<file path="src/aeru_pkg.sv">
// Purpose : constants for the error reporting header and uncorrectable status registers
// Assumes : ahb-lite register access, 32-bit words
// Notes   : offsets are byte addresses
package aeru_pkg;
   localparam logic [11:0] OFS_HEADER       = 12'h100;
   localparam logic [11:0] OFS_UNC_STATUS   = 12'h104;
   localparam logic [11:0] OFS_PORT_CTRL    = 12'h180;
   localparam logic [15:0] CAP_ID_VALUE     = 16'h0001;
   localparam logic [3:0]  CAP_VER_VALUE    = 4'h2;
   localparam logic [11:0] NEXT_PTR_RESET   = 12'h000;
   localparam int          BIT_LEGACY       = 0;
   localparam int          BIT_LINK_PROTO   = 4;
   localparam int          BIT_SURPRISE     = 5;
   localparam int          BIT_POISONED     = 12;
   localparam int          BIT_UNEXP_CPL    = 16;
   localparam int          BIT_RX_OVERFLOW  = 17;
   localparam int          BIT_MALFORMED    = 18;
   localparam int          BIT_ECRC         = 19;
   localparam int          BIT_UNSUPPORTED  = 20;
   localparam int          BIT_ACS_VIOL     = 21;
   localparam int          BIT_INTERNAL     = 22;
   // writable status bits: 0,4,5,12,16..22
   localparam logic [31:0] STATUS_W1C_MASK  = 32'h007f_1031;
   localparam logic [31:0] STATUS_RESET     = 32'h0000_0000;
   // port control: bit0 lock, bit1 internal report enable
   localparam int          CTRL_LOCK_BIT    = 0;
   localparam int          CTRL_IE_BIT      = 1;
   localparam logic [1:0]  CTRL_RESET       = 2'h0;
endpackage : aeru_pkg

</file>
<file path="src/aeru_regs.sv">
// Purpose : error reporting header and sticky uncorrectable error status over ahb-lite
// Assumes : single hclk domain; event inputs are one-cycle pulses from same-clock logic
// Notes   : sticky state survives hot_reset; only hresetn (fundamental) clears it
`timescale 1ns/100ps

// How it works
// - capability identifier reads constant one
// - capability version reads constant two
// - next pointer chains capabilities, zero ends
// - pointer follows mode default, writable when unlocked
// - software written pointer survives mode changes
// - legacy bit sticky w1c, never set
// - link protocol error sets bit four
// - downstream surprise down sets when capable
// - upstream surprise down bit reads zero
// - poisoned packet sets bit twelve
// - flow control error bit reads zero
// - completion timeout bit reads zero
// - completer abort bit reads zero
// - unexpected completion sets bit sixteen
// - receiver overflow sets bit seventeen
// - malformed packet sets bit eighteen
// - ecrc error sets bit nineteen
// - unsupported request sets bit twenty
// - access control violation sets bit 21
// - internal error sets bit 22
// - internal bit reads zero when disabled
module aeru_regs (
   input  wire logic        hclk,
   input  wire logic        hresetn,
   input  wire logic        hot_reset,
   input  wire logic        hsel,
   input  wire logic [31:0] haddr,
   input  wire logic [1:0]  htrans,
   input  wire logic        hwrite,
   input  wire logic [2:0]  hsize,
   input  wire logic [31:0] hwdata,
   input  wire logic        hready,
   output logic      [31:0] hrdata,
   output logic             hreadyout,
   output logic             hresp,
   input  wire logic        port_downstream,
   input  wire logic [11:0] mode_next_ptr,
   input  wire logic        surprise_down_report_capable,
   input  wire logic        ev_link_protocol,
   input  wire logic        ev_surprise_down,
   input  wire logic        ev_poisoned,
   input  wire logic        ev_unexpected_completion,
   input  wire logic        ev_receiver_overflow,
   input  wire logic        ev_malformed,
   input  wire logic        ev_ecrc,
   input  wire logic        ev_unsupported,
   input  wire logic        ev_access_violation,
   input  wire logic        ev_internal,
   output logic      [31:0] status_flags
);

   typedef struct packed {
      logic        wr_pend;
      logic [11:0] wr_addr;
      logic [31:0] rdata;
      logic [31:0] status;
      logic [11:0] next_ptr;
      logic        ptr_written;
      logic [1:0]  ctrl;
      logic [31:0] flags_out;
   } aeru_state_t;

   aeru_state_t st;
   aeru_state_t next_st;
   logic [31:0] set_vec;
   logic [31:0] clr_vec;
   logic [31:0] live_mask;
   logic [31:0] header_word;
   logic [31:0] read_word;
   logic        addr_phase;
   logic        rd_header;
   logic        rd_status;
   logic        wr_header;
   logic        wr_status;

   ////////////////////////////////////////////////////////////////////////
   // event decode and field masking
   always_comb begin
      set_vec = 32'h0000_0000;
      set_vec[aeru_pkg::BIT_LINK_PROTO]  = ev_link_protocol;
      set_vec[aeru_pkg::BIT_SURPRISE]    = ev_surprise_down & port_downstream
                                           & surprise_down_report_capable;
      set_vec[aeru_pkg::BIT_POISONED]    = ev_poisoned;
      set_vec[aeru_pkg::BIT_UNEXP_CPL]   = ev_unexpected_completion;
      set_vec[aeru_pkg::BIT_RX_OVERFLOW] = ev_receiver_overflow;
      set_vec[aeru_pkg::BIT_MALFORMED]   = ev_malformed;
      set_vec[aeru_pkg::BIT_ECRC]        = ev_ecrc;
      set_vec[aeru_pkg::BIT_UNSUPPORTED] = ev_unsupported;
      set_vec[aeru_pkg::BIT_ACS_VIOL]    = ev_access_violation;
      set_vec[aeru_pkg::BIT_INTERNAL]    = ev_internal;
      // bits 13,14,15 absent from mask: read-only zero
      live_mask = aeru_pkg::STATUS_W1C_MASK;
      live_mask[aeru_pkg::BIT_SURPRISE] = port_downstream;
      live_mask[aeru_pkg::BIT_INTERNAL] = st.ctrl[aeru_pkg::CTRL_IE_BIT];
      set_vec = set_vec & live_mask;
   end

   // header word assembly
   assign header_word = {st.next_ptr, aeru_pkg::CAP_VER_VALUE, aeru_pkg::CAP_ID_VALUE};
   assign addr_phase  = hsel & hready & htrans[1];

   // access strobes watched by the checks below
   assign rd_header   = addr_phase & ~hwrite & (haddr[11:0] == aeru_pkg::OFS_HEADER);
   assign rd_status   = addr_phase & ~hwrite & (haddr[11:0] == aeru_pkg::OFS_UNC_STATUS);
   assign wr_header   = st.wr_pend & (st.wr_addr == aeru_pkg::OFS_HEADER);
   assign wr_status   = st.wr_pend & (st.wr_addr == aeru_pkg::OFS_UNC_STATUS);

   // read mux
   always_comb begin
      unique case (haddr[11:0])
         aeru_pkg::OFS_HEADER:     read_word = header_word;
         aeru_pkg::OFS_UNC_STATUS: read_word = st.status & live_mask;
         aeru_pkg::OFS_PORT_CTRL:  read_word = {30'h0000_0000, st.ctrl};
         default:                  read_word = 32'h0000_0000;
      endcase
   end

   ////////////////////////////////////////////////////////////////////////
   // next-state
   always_comb begin
      next_st = st;
      clr_vec = 32'h0000_0000;
      next_st.wr_pend = 1'b0;
      if (addr_phase) begin
         next_st.wr_pend = hwrite;
         next_st.wr_addr = haddr[11:0];
         next_st.rdata   = hwrite ? 32'h0000_0000 : read_word;
      end
      if (st.wr_pend) begin
         unique case (st.wr_addr)
            aeru_pkg::OFS_HEADER: begin
               if (!st.ctrl[aeru_pkg::CTRL_LOCK_BIT]) begin
                  next_st.next_ptr    = hwdata[31:20];
                  next_st.ptr_written = 1'b1;
               end
            end
            aeru_pkg::OFS_UNC_STATUS: clr_vec = hwdata;
            aeru_pkg::OFS_PORT_CTRL:  next_st.ctrl = hwdata[1:0];
            default: ;
         endcase
      end
      // hardware default follows mode until software writes it
      if (!next_st.ptr_written) begin
         next_st.next_ptr = mode_next_ptr;
      end
      // set beats clear; legacy bit has no setter
      next_st.status = ((st.status & ~clr_vec) | set_vec) & live_mask;
      next_st.flags_out = next_st.status;
   end

   ////////////////////////////////////////////////////////////////////////
   // state register; hot_reset clears only non-sticky bus state
   always_ff @(posedge hclk or negedge hresetn) begin
      if (!hresetn) begin
         st.wr_pend     <= 1'b0;
         st.wr_addr     <= 12'h000;
         st.rdata       <= 32'h0000_0000;
         st.status      <= aeru_pkg::STATUS_RESET;
         st.next_ptr    <= aeru_pkg::NEXT_PTR_RESET;
         st.ptr_written <= 1'b0;
         st.ctrl        <= aeru_pkg::CTRL_RESET;
         st.flags_out   <= aeru_pkg::STATUS_RESET;
      end else if (hot_reset) begin
         // sticky status, pointer and lock ride through warm reset
         st.wr_pend <= 1'b0;
         st.rdata   <= 32'h0000_0000;
      end else begin
         st <= next_st;
      end
   end

   assign hrdata       = st.rdata;
   assign hreadyout    = 1'b1;
   assign hresp        = 1'b0;
   assign status_flags = st.flags_out;

   ////////////////////////////////////////////////////////////////////////
   // checks
   // header and next pointer
   // capability identifier is the constant one
   a_cap_id_const: assert property (@(posedge hclk) disable iff (!hresetn)
      header_word[15:0] == 16'h0001)
      else $error("capability identifier wrong");

   // identifier and version stay constant together
   a_id_version_const: assert property (@(posedge hclk) disable iff (!hresetn)
      header_word[19:0] == 20'h2_0001)
      else $error("header id/version wrong");

   // a header read returns identifier one
   a_id_read_back: assert property (@(posedge hclk) disable iff (!hresetn || hot_reset)
      rd_header |=> hrdata[15:0] == 16'h0001)
      else $error("identifier read wrong");

   // capability version is the constant two
   a_cap_version_const: assert property (@(posedge hclk) disable iff (!hresetn)
      header_word[19:16] == 4'h2)
      else $error("capability version wrong");

   // a header read returns version two
   a_version_field: assert property (@(posedge hclk) disable iff (!hresetn || hot_reset)
      rd_header |=> hrdata[19:16] == 4'h2)
      else $error("version read wrong");

   // a header read returns the held next pointer
   a_ptr_read_back: assert property (@(posedge hclk) disable iff (!hresetn || hot_reset)
      rd_header |=> hrdata[31:20] == $past(st.next_ptr))
      else $error("next pointer read wrong");

   // unwritten pointer tracks the mode default
   a_ptr_follows_mode: assert property (@(posedge hclk) disable iff (!hresetn || hot_reset)
      !st.ptr_written && !next_st.ptr_written |=> st.next_ptr == $past(mode_next_ptr))
      else $error("pointer not following mode");

   // locked header write leaves the pointer written flag alone
   a_lock_blocks_write: assert property (@(posedge hclk) disable iff (!hresetn || hot_reset)
      wr_header && st.ctrl[aeru_pkg::CTRL_LOCK_BIT] |=> st.ptr_written == $past(st.ptr_written))
      else $error("locked pointer written");

   // unlocked header write takes the top twelve bits
   a_unlocked_write: assert property (@(posedge hclk) disable iff (!hresetn || hot_reset)
      wr_header && !st.ctrl[aeru_pkg::CTRL_LOCK_BIT] |=>
      st.ptr_written && {st.next_ptr, 20'h0_0000} == ($past(hwdata) & 32'hfff0_0000))
      else $error("pointer write lost");

   // written pointer ignores mode changes
   a_ptr_held: assert property (@(posedge hclk) disable iff (!hresetn || hot_reset)
      st.ptr_written && !st.wr_pend |=> $stable(st.next_ptr))
      else $error("written pointer lost");

   // once written, the pointer stays software owned
   a_ptr_sticky: assert property (@(posedge hclk) disable iff (!hresetn)
      st.ptr_written |=> st.ptr_written)
      else $error("pointer ownership lost");

   // status bits set by events or held at zero
   // legacy bit has no setter
   a_legacy_zero: assert property (@(posedge hclk) disable iff (!hresetn)
      st.status[0] == 1'b0)
      else $error("legacy bit set");

   // link protocol error shows in the flags next cycle
   a_link_err_sets: assert property (@(posedge hclk) disable iff (!hresetn || hot_reset)
      ev_link_protocol |=> status_flags[4])
      else $error("link error not logged");

   // surprise down logged on capable downstream port
   a_surprise_gate: assert property (@(posedge hclk) disable iff (!hresetn || hot_reset)
      ev_surprise_down && port_downstream && surprise_down_report_capable |=> st.status[5])
      else $error("surprise down not logged");

   // no capability, no surprise down logging
   a_surprise_needs_cap: assert property (@(posedge hclk) disable iff (!hresetn || hot_reset)
      !st.status[5] && !(ev_surprise_down && surprise_down_report_capable) |=> !st.status[5])
      else $error("surprise down set without capability");

   // upstream port never holds the surprise bit
   a_upstream_zero: assert property (@(posedge hclk) disable iff (!hresetn)
      !$past(port_downstream) |-> !st.status[5])
      else $error("upstream surprise bit set");

   // upstream port reads the surprise bit as zero
   a_upstream_read_zero: assert property (@(posedge hclk) disable iff (!hresetn || hot_reset)
      rd_status && !port_downstream |=> !hrdata[5])
      else $error("upstream surprise bit read");

   // surprise bit clears on a one write
   a_surprise_w1c: assert property (@(posedge hclk) disable iff (!hresetn || hot_reset)
      wr_status && hwdata[5] && !ev_surprise_down |=> !st.status[5])
      else $error("surprise bit not cleared");

   // poisoned packet logged
   a_poison_sets: assert property (@(posedge hclk) disable iff (!hresetn || hot_reset)
      ev_poisoned |=> st.status[12])
      else $error("poisoned not logged");

   // reserved and unsupported bits never set
   a_ro_zero_bits: assert property (@(posedge hclk) disable iff (!hresetn)
      st.status[15:13] == 3'h0 && st.status[3:1] == 3'h0)
      else $error("read-only bits set");

   // flow control bit reads zero
   a_fc_read_zero: assert property (@(posedge hclk) disable iff (!hresetn || hot_reset)
      rd_status |=> !hrdata[13])
      else $error("flow control bit read set");

   // completion timeout bit stays zero
   a_timeout_zero: assert property (@(posedge hclk) disable iff (!hresetn)
      !st.status[14] && !status_flags[14])
      else $error("completion timeout bit set");

   // completer abort bit stays zero
   a_abort_zero: assert property (@(posedge hclk) disable iff (!hresetn)
      !st.status[15] && !status_flags[15])
      else $error("completer abort bit set");

   // unexpected completion logged
   a_unexp_cpl_sets: assert property (@(posedge hclk) disable iff (!hresetn || hot_reset)
      ev_unexpected_completion |=> st.status[16])
      else $error("unexpected completion not logged");

   // receiver overflow logged
   a_overflow_sets: assert property (@(posedge hclk) disable iff (!hresetn || hot_reset)
      ev_receiver_overflow |=> st.status[17])
      else $error("receiver overflow not logged");

   // malformed packet logged
   a_malformed_sets: assert property (@(posedge hclk) disable iff (!hresetn || hot_reset)
      ev_malformed |=> st.status[18])
      else $error("malformed packet not logged");

   // end-to-end crc error logged
   a_ecrc_sets: assert property (@(posedge hclk) disable iff (!hresetn || hot_reset)
      ev_ecrc |=> st.status[19])
      else $error("ecrc error not logged");

   // unsupported request logged
   a_unsupported_sets: assert property (@(posedge hclk) disable iff (!hresetn || hot_reset)
      ev_unsupported |=> st.status[20])
      else $error("unsupported request not logged");

   // access control violation logged
   a_acs_viol_sets: assert property (@(posedge hclk) disable iff (!hresetn || hot_reset)
      ev_access_violation |=> st.status[21])
      else $error("access violation not logged");

   // internal error logged while reporting is enabled
   a_internal_sets: assert property (@(posedge hclk) disable iff (!hresetn || hot_reset)
      ev_internal && st.ctrl[aeru_pkg::CTRL_IE_BIT] |=> st.status[22])
      else $error("internal error not logged");

   // clearing, masking and warm reset
   // disabled reporting forces the internal bit low
   a_internal_disabled: assert property (@(posedge hclk) disable iff (!hresetn || hot_reset)
      !st.ctrl[aeru_pkg::CTRL_IE_BIT] |=> !st.status[22])
      else $error("internal bit set while disabled");

   // disabled reporting reads the internal bit as zero
   a_internal_read_zero: assert property (@(posedge hclk) disable iff (!hresetn || hot_reset)
      rd_status && !st.ctrl[aeru_pkg::CTRL_IE_BIT] |=> !hrdata[22])
      else $error("internal bit read while disabled");

   // status read returns the live bits only
   a_status_read_back: assert property (@(posedge hclk) disable iff (!hresetn || hot_reset)
      rd_status |=> hrdata == ($past(st.status) & $past(live_mask)))
      else $error("status read wrong");

   // an event wins over a simultaneous clear
   a_set_beats_clear: assert property (@(posedge hclk) disable iff (!hresetn || hot_reset)
      ev_receiver_overflow && wr_status |=> st.status[17])
      else $error("set lost to clear");

   // writing one clears the bit
   a_w1c_clears: assert property (@(posedge hclk) disable iff (!hresetn || hot_reset)
      wr_status && hwdata[18] && !ev_malformed |=> !st.status[18])
      else $error("w1c failed");

   // writing zero keeps a set bit
   a_zero_write_keeps: assert property (@(posedge hclk) disable iff (!hresetn || hot_reset)
      wr_status |=> ($past(st.status) & $past(live_mask) & ~$past(hwdata) & ~st.status) == 32'h0000_0000)
      else $error("zero write cleared a bit");

   // warm reset keeps sticky status and control
   a_sticky_hot_reset: assert property (@(posedge hclk) disable iff (!hresetn)
      hot_reset |=> st.status == $past(st.status) && st.ctrl == $past(st.ctrl))
      else $error("warm reset lost sticky state");

endmodule : aeru_regs

</file>
<file path="config.mk">
export PLATFORM = sky130hd
export DESIGN_NAME = aeru_regs
export DESIGN_NICKNAME = d
export VERILOG_FILES = /design/src/aeru_pkg.sv /design/src/aeru_regs.sv
export SDC_FILE = /design/constraint.sdc
export NUM_CORES = 1
export LEC_CHECK = 0
export BUFFER_PORTS_ARGS = -buffer_cell sky130_fd_sc_hd__buf_2
export CORE_MARGIN = 5
export CORE_UTILIZATION = 48
export CTS_BUF_LIST = sky130_fd_sc_hd__clkbuf_16
export DETAILED_ROUTE_END_ITERATION = 12
export GPL_ROUTABILITY_DRIVEN = 0
export GPL_TIMING_DRIVEN = 1
export PLACE_DENSITY_LB_ADDON = 0.12
export SETUP_SLACK_MARGIN = 0.02
export SYNTH_ARGS = -nofsm -noshare
export SYNTH_HDL_FRONTEND = slang
export SYNTH_SLANG_ARGS = --single-unit
</file>
<file path="constraint.sdc">
create_clock -name hclk -period 4.6 [get_ports hclk]
set_input_delay 0.23 -clock hclk [delete_from_list [all_inputs] [get_ports hclk]]
set_output_delay 0.23 -clock hclk [all_outputs]
set_load 0.01 [all_outputs]
</file>
* Yosys cells after proc, flatten, opt, wreduce, memory -nomap -nowiden
Index checks and enable logic that the tools add are counted.
** Operators by class
- Mux-type cells :: 12
- Equality and inequality tests :: 9
- Reductions and logical operators :: 4
- Bitwise gates (word level) :: 11
** Operators with widths (number)
- $mux W32 :: 4
- $pmux W32 S3 :: 1
- $eq A12 B9 Y1 const B :: 6
- $and A32 B23 Y32 :: 2
- $mux W45 :: 1
- $and A32 B32 Y32 :: 1
- $not A32 Y32 :: 1
- $or A32 B23 Y32 :: 1
- $mux W13 :: 2
- $and A23 B23 Y23 :: 1
- $mux W15 :: 1
- $mux W12 :: 1
- $and A1 B1 Y1 :: 4
- $ne A2 B2 Y1 const B :: 2
- $reduce_and A4 Y1 :: 1
- $reduce_and A3 Y1 :: 1
- $mux W2 :: 1
- $ne A2 B1 Y1 const B :: 1
- $reduce_and A2 Y1 :: 1
- $reduce_bool A2 Y1 :: 1
- $mux W1 :: 1
- $not A1 Y1 :: 1
** Storage, ports and cells
- Output and inout port bits :: 66
- Input bits :: 99
- Logic and storage cells :: 43
- Register bits after elaboration :: 92

* Logic depth before layout (Yosys ltp)
- Depth in word-level cells :: 7
- Gate-level depth with buffers :: 5
- Gate-level depth less buffers :: 4

* Least setup slack after synthesis
Ideal clock, no wire load.
- Kind :: register to register
- Start point :: reg st[120] (netlist name)
- End point :: reg st (netlist bit header_word[24])
- Required time :: 4.474 ns
- Path buffers :: 1
- Path slack :: 2.673 ns
- Data arrival time :: 1.801 ns
- Library setup time :: 0.126 ns
- Stages on the path, launching flop included :: 6
- Clock period less this slack :: 1.927 ns
- Path through :: dfrtp_1 or4b_4 nor4_1 a21oi_1 buf_2 a221o_1
** Between the ends
- Longest elaborated chain between the ends :: 5
- Elaborated cells on any way between the ends :: 8
- Those cells by class :: eq/ne: 4; mux: 3; reduce/logical: 1
** RTL lines
- start: declaration :: RTL line aeru_regs.sv:69 : aeru_state_t st;
- start signal: assignment :: RTL line aeru_regs.sv:174 : st <= next_st;
- $eq A12 B9 Y1 * :: RTL line aeru_regs.sv:136 : unique case (st.wr_addr)
- $mux W13 :: RTL line aeru_regs.sv:136
- $mux W15 :: RTL line aeru_regs.sv:135 : if (st.wr_pend) begin
- $ne A2 B1 Y1 (no source line) or $ne A2 B2 Y1 (tied branches)
- $reduce_and A4 Y1 (no source line)
Mark *: on every way between the ends. The rest lies on a longest branch, timed or not. The select of a mux whose other input is x is not followed.
A chain may end at the register's enable or synchronous reset.

* Worst setup path after layout
- Start point :: reg st[120] (netlist name)
- End point :: reg st (netlist bit header_word[26])
Same word-level chain as after synthesis.

==> impl_metrics.toml <==
[outcome]
run_status = "completed"

[clock_network]
cts.hold.buffers_added = 0
post_cts.resized_instances = 0
cts_num_sinks = 60
cts_tree = "yes"
worst_skew_pair.late_latency_ps = 320
h-tree-depth = 3
cts_buffers = 9
post_cts.repair.setup_buffers = 0
clockRootBuffer = "clkbuf_16"
clk_pin_slew_ps = 50
max-clock-path-buffers = 2

[synthesis]
netlist_area_um2 = 3020
count_of_state_elements_after_synthesis = 60
post_synth_inst_count = 277
yosys_warnings = 0
ys_top_cells_by_area = "dfrtp_1 (50%), buf_4 (16%), a22o_1 (5.2%)"
yosysTopAreaCell = "dfrtp_1"
post-synth-top-area-fraction = 0.497
synth.distinct_cells = 34
synth_seq_area_share = 0.497
syn_area_per_cell_um2 = 10.9

[timing]
max_slew_margin = 0.215
whs_ps = 55.3
report.final.hold_viol_count = 0
rsz0062_at_grt = "no"
setup_tns_ps = 0
actual_transition_at_the_worst_max_transition_pin_ps = 1170
min_period_over_period = 0.553
report.final.slew_viol_count = 0
fin_crit_ps = 2540
fmaxAchievable_mhz = 393
finalSetupViolCount = 0
timing.final.ws_setup_ps = 2060
clock-skew-final_ps = 4.46

[grt]
grt_max_degree = 61
antenna_violations_before_repair = 0
grt_pass1_vias = 2107
track_usage = 0.171
first_pass_grt_wire_length_um = 10300
globalRoute.totalOverflow = 0

[drt]
wl_um = 6530
num_vias = 2145
firstDrtPassIters = 4
route.antenna.remaining_nets = 0
post_drt_via_cell_ratio = 5.08
drt-wirelength-per-cell_um = 15.5
drt_first_iter_violations = 62
post-route-drc-count = 0

[critical_path]
critPathSlowestCell = "nor4b_4"
critical_path_fanout_max = 25
start_kind = "flop"
worst-endpoint-arrival_ps = 2740
cpLargestDelayFamily = "simple AND/OR/NAND/NOR gates"
critPathKind = "flop to flop"
crit_path_max_incr_delay_ps = 1020
crit_required_ps = 4800
path_buf_inv = 0
timing.critical_path.cells = "or4b_4 > nor4b_4 > nor2_1 > a221o_1"
setup.worst_path.end_class = "flop"

[floorplan]
rows = 29
num_ports = 165
die_area_um2 = 7980
die_height_um = 89.3
initial_utilization = 0.484
core-area_um2 = 6240
die-width_um = 89.3

[placed_design]
dpl-instance-area_um2 = 3190
post-dp-hpwl_um = 4660
post-place-ws_ps = 1860
io_buffer_count = 95

[final_layout]
layout_commonest_cell = "buf_2"
num-nets-final = 440
finish.utilization = 0.556
fillers = 562
insertedDiodeCount = 0
stdcell_area_um2 = 3470
layout.cells.most_common_list = "buf_2 (95), dfrtp_1 (60), conb_1 (34), nand2_1 (27)"
area_growth_pct = 14.9
layout-drive-gt1-share = 0.377

[power]
worst_vdd_rail_ir_drop_mv = 0.229
power_density_nw_per_um2 = 385
power.leakage_nw = 1.79

[min_path]
hold_path_class = "input pin to asynchronous set/reset pin"

[job]
max_cap_viol_count = 0
==> final timing paths <==
path	from	slack, ps	cells past startpoint	end
max	st[120]$_DFFE_PN0P_	2060	4	header_word[26]$_DFFE_PN0P_
max reg2reg	st[120]$_DFFE_PN0P_	2060	4	header_word[26]$_DFFE_PN0P_
max in group asynchronous	hresetn	4040	2	st[123]$_DFF_PN0_
min	hresetn	60	2	header_word[27]$_DFFE_PN0P_
min in group hclk	hwdata[0]	90	2	status_flags[0]$_DFFE_PN0N_
min reg2reg	st[34]$_DFFE_PN0N_	460	1	st[34]$_DFFE_PN0N_
==> routing by layer <==
layer  part of all wire  track usage  up-vias  wire [µm]
li1                   -            -     1015          -
met1               0.41        0.218     1052       2680
met2               0.50        0.279       66       3270
met3              0.067       0.0359       12        436
met4              0.021       0.0825        0        138
met5                  0            0        -          0
==> layout make-up <==
type	instances	area, µm²	area share
Sequential cell	60	1500	0.433
Multi-Input combinational cell	170	1090	0.316
Timing Repair Buffer	97	490	0.141
Clock buffer	9	225	0.0649
Tap cell	77	96.3	0.0278
Clock inverter	6	50.0	0.0144
Inverter	3	11.3	0.00325
==> synth_stat cells, drive strengths merged <==
cell / number
buf: 71
dfrtp: 60
nand2: 27
a22o: 18
nor2: 18
mux2: 14
a221o: 12
a32o: 6
o21ai: 6
clkbuf: 5
nor4: 5
nor3: 4
a21oi: 3
a31oi: 3
nand2b: 3
conb: 2
inv: 2
mux2i: 2
nand4: 2
nor2b: 2
or2: 2
or4b: 2
and3b: 1
clkinv: 1
nand3: 1
nand3b: 1
nor4b: 1
o22ai: 1
or3: 1
or4: 1
==> state kept, by name (all words and copies together) (netlist names) <==
name and count:
live_mask 1, st 15, header_word 12, status_flags 11, hrdata 21
==> cells by family (layout without fill, tap and decap cells) <==
group | after synthesis | count (layout) | share of synthesized area
compound gates | 49 | 49 | 0.135
mux | 16 | 16 | 0.0588
flops | 60 | 60 | 0.497
buf+inv | 79 | 115 | 0.184
simple gates | 71 | 71 | 0.122
other cells | 2 | 34 | 0.00249
==> stage by stage <==
stage                     total power (W)  cells
final                             0.00133    422
after global routing              0.00140    422
after CTS                         0.00135    422
after detailed placement         0.000726    407
after global placement           0.000723    407
after floorplan                  0.000687    309
==> power breakdown <==
group          internal, W  switching (W)
combinational    0.0000617      0.0000702
sequential        0.000564      0.0000204
clock             0.000406       0.000213
Note: power is estimated with default switching activity, not from simulation.
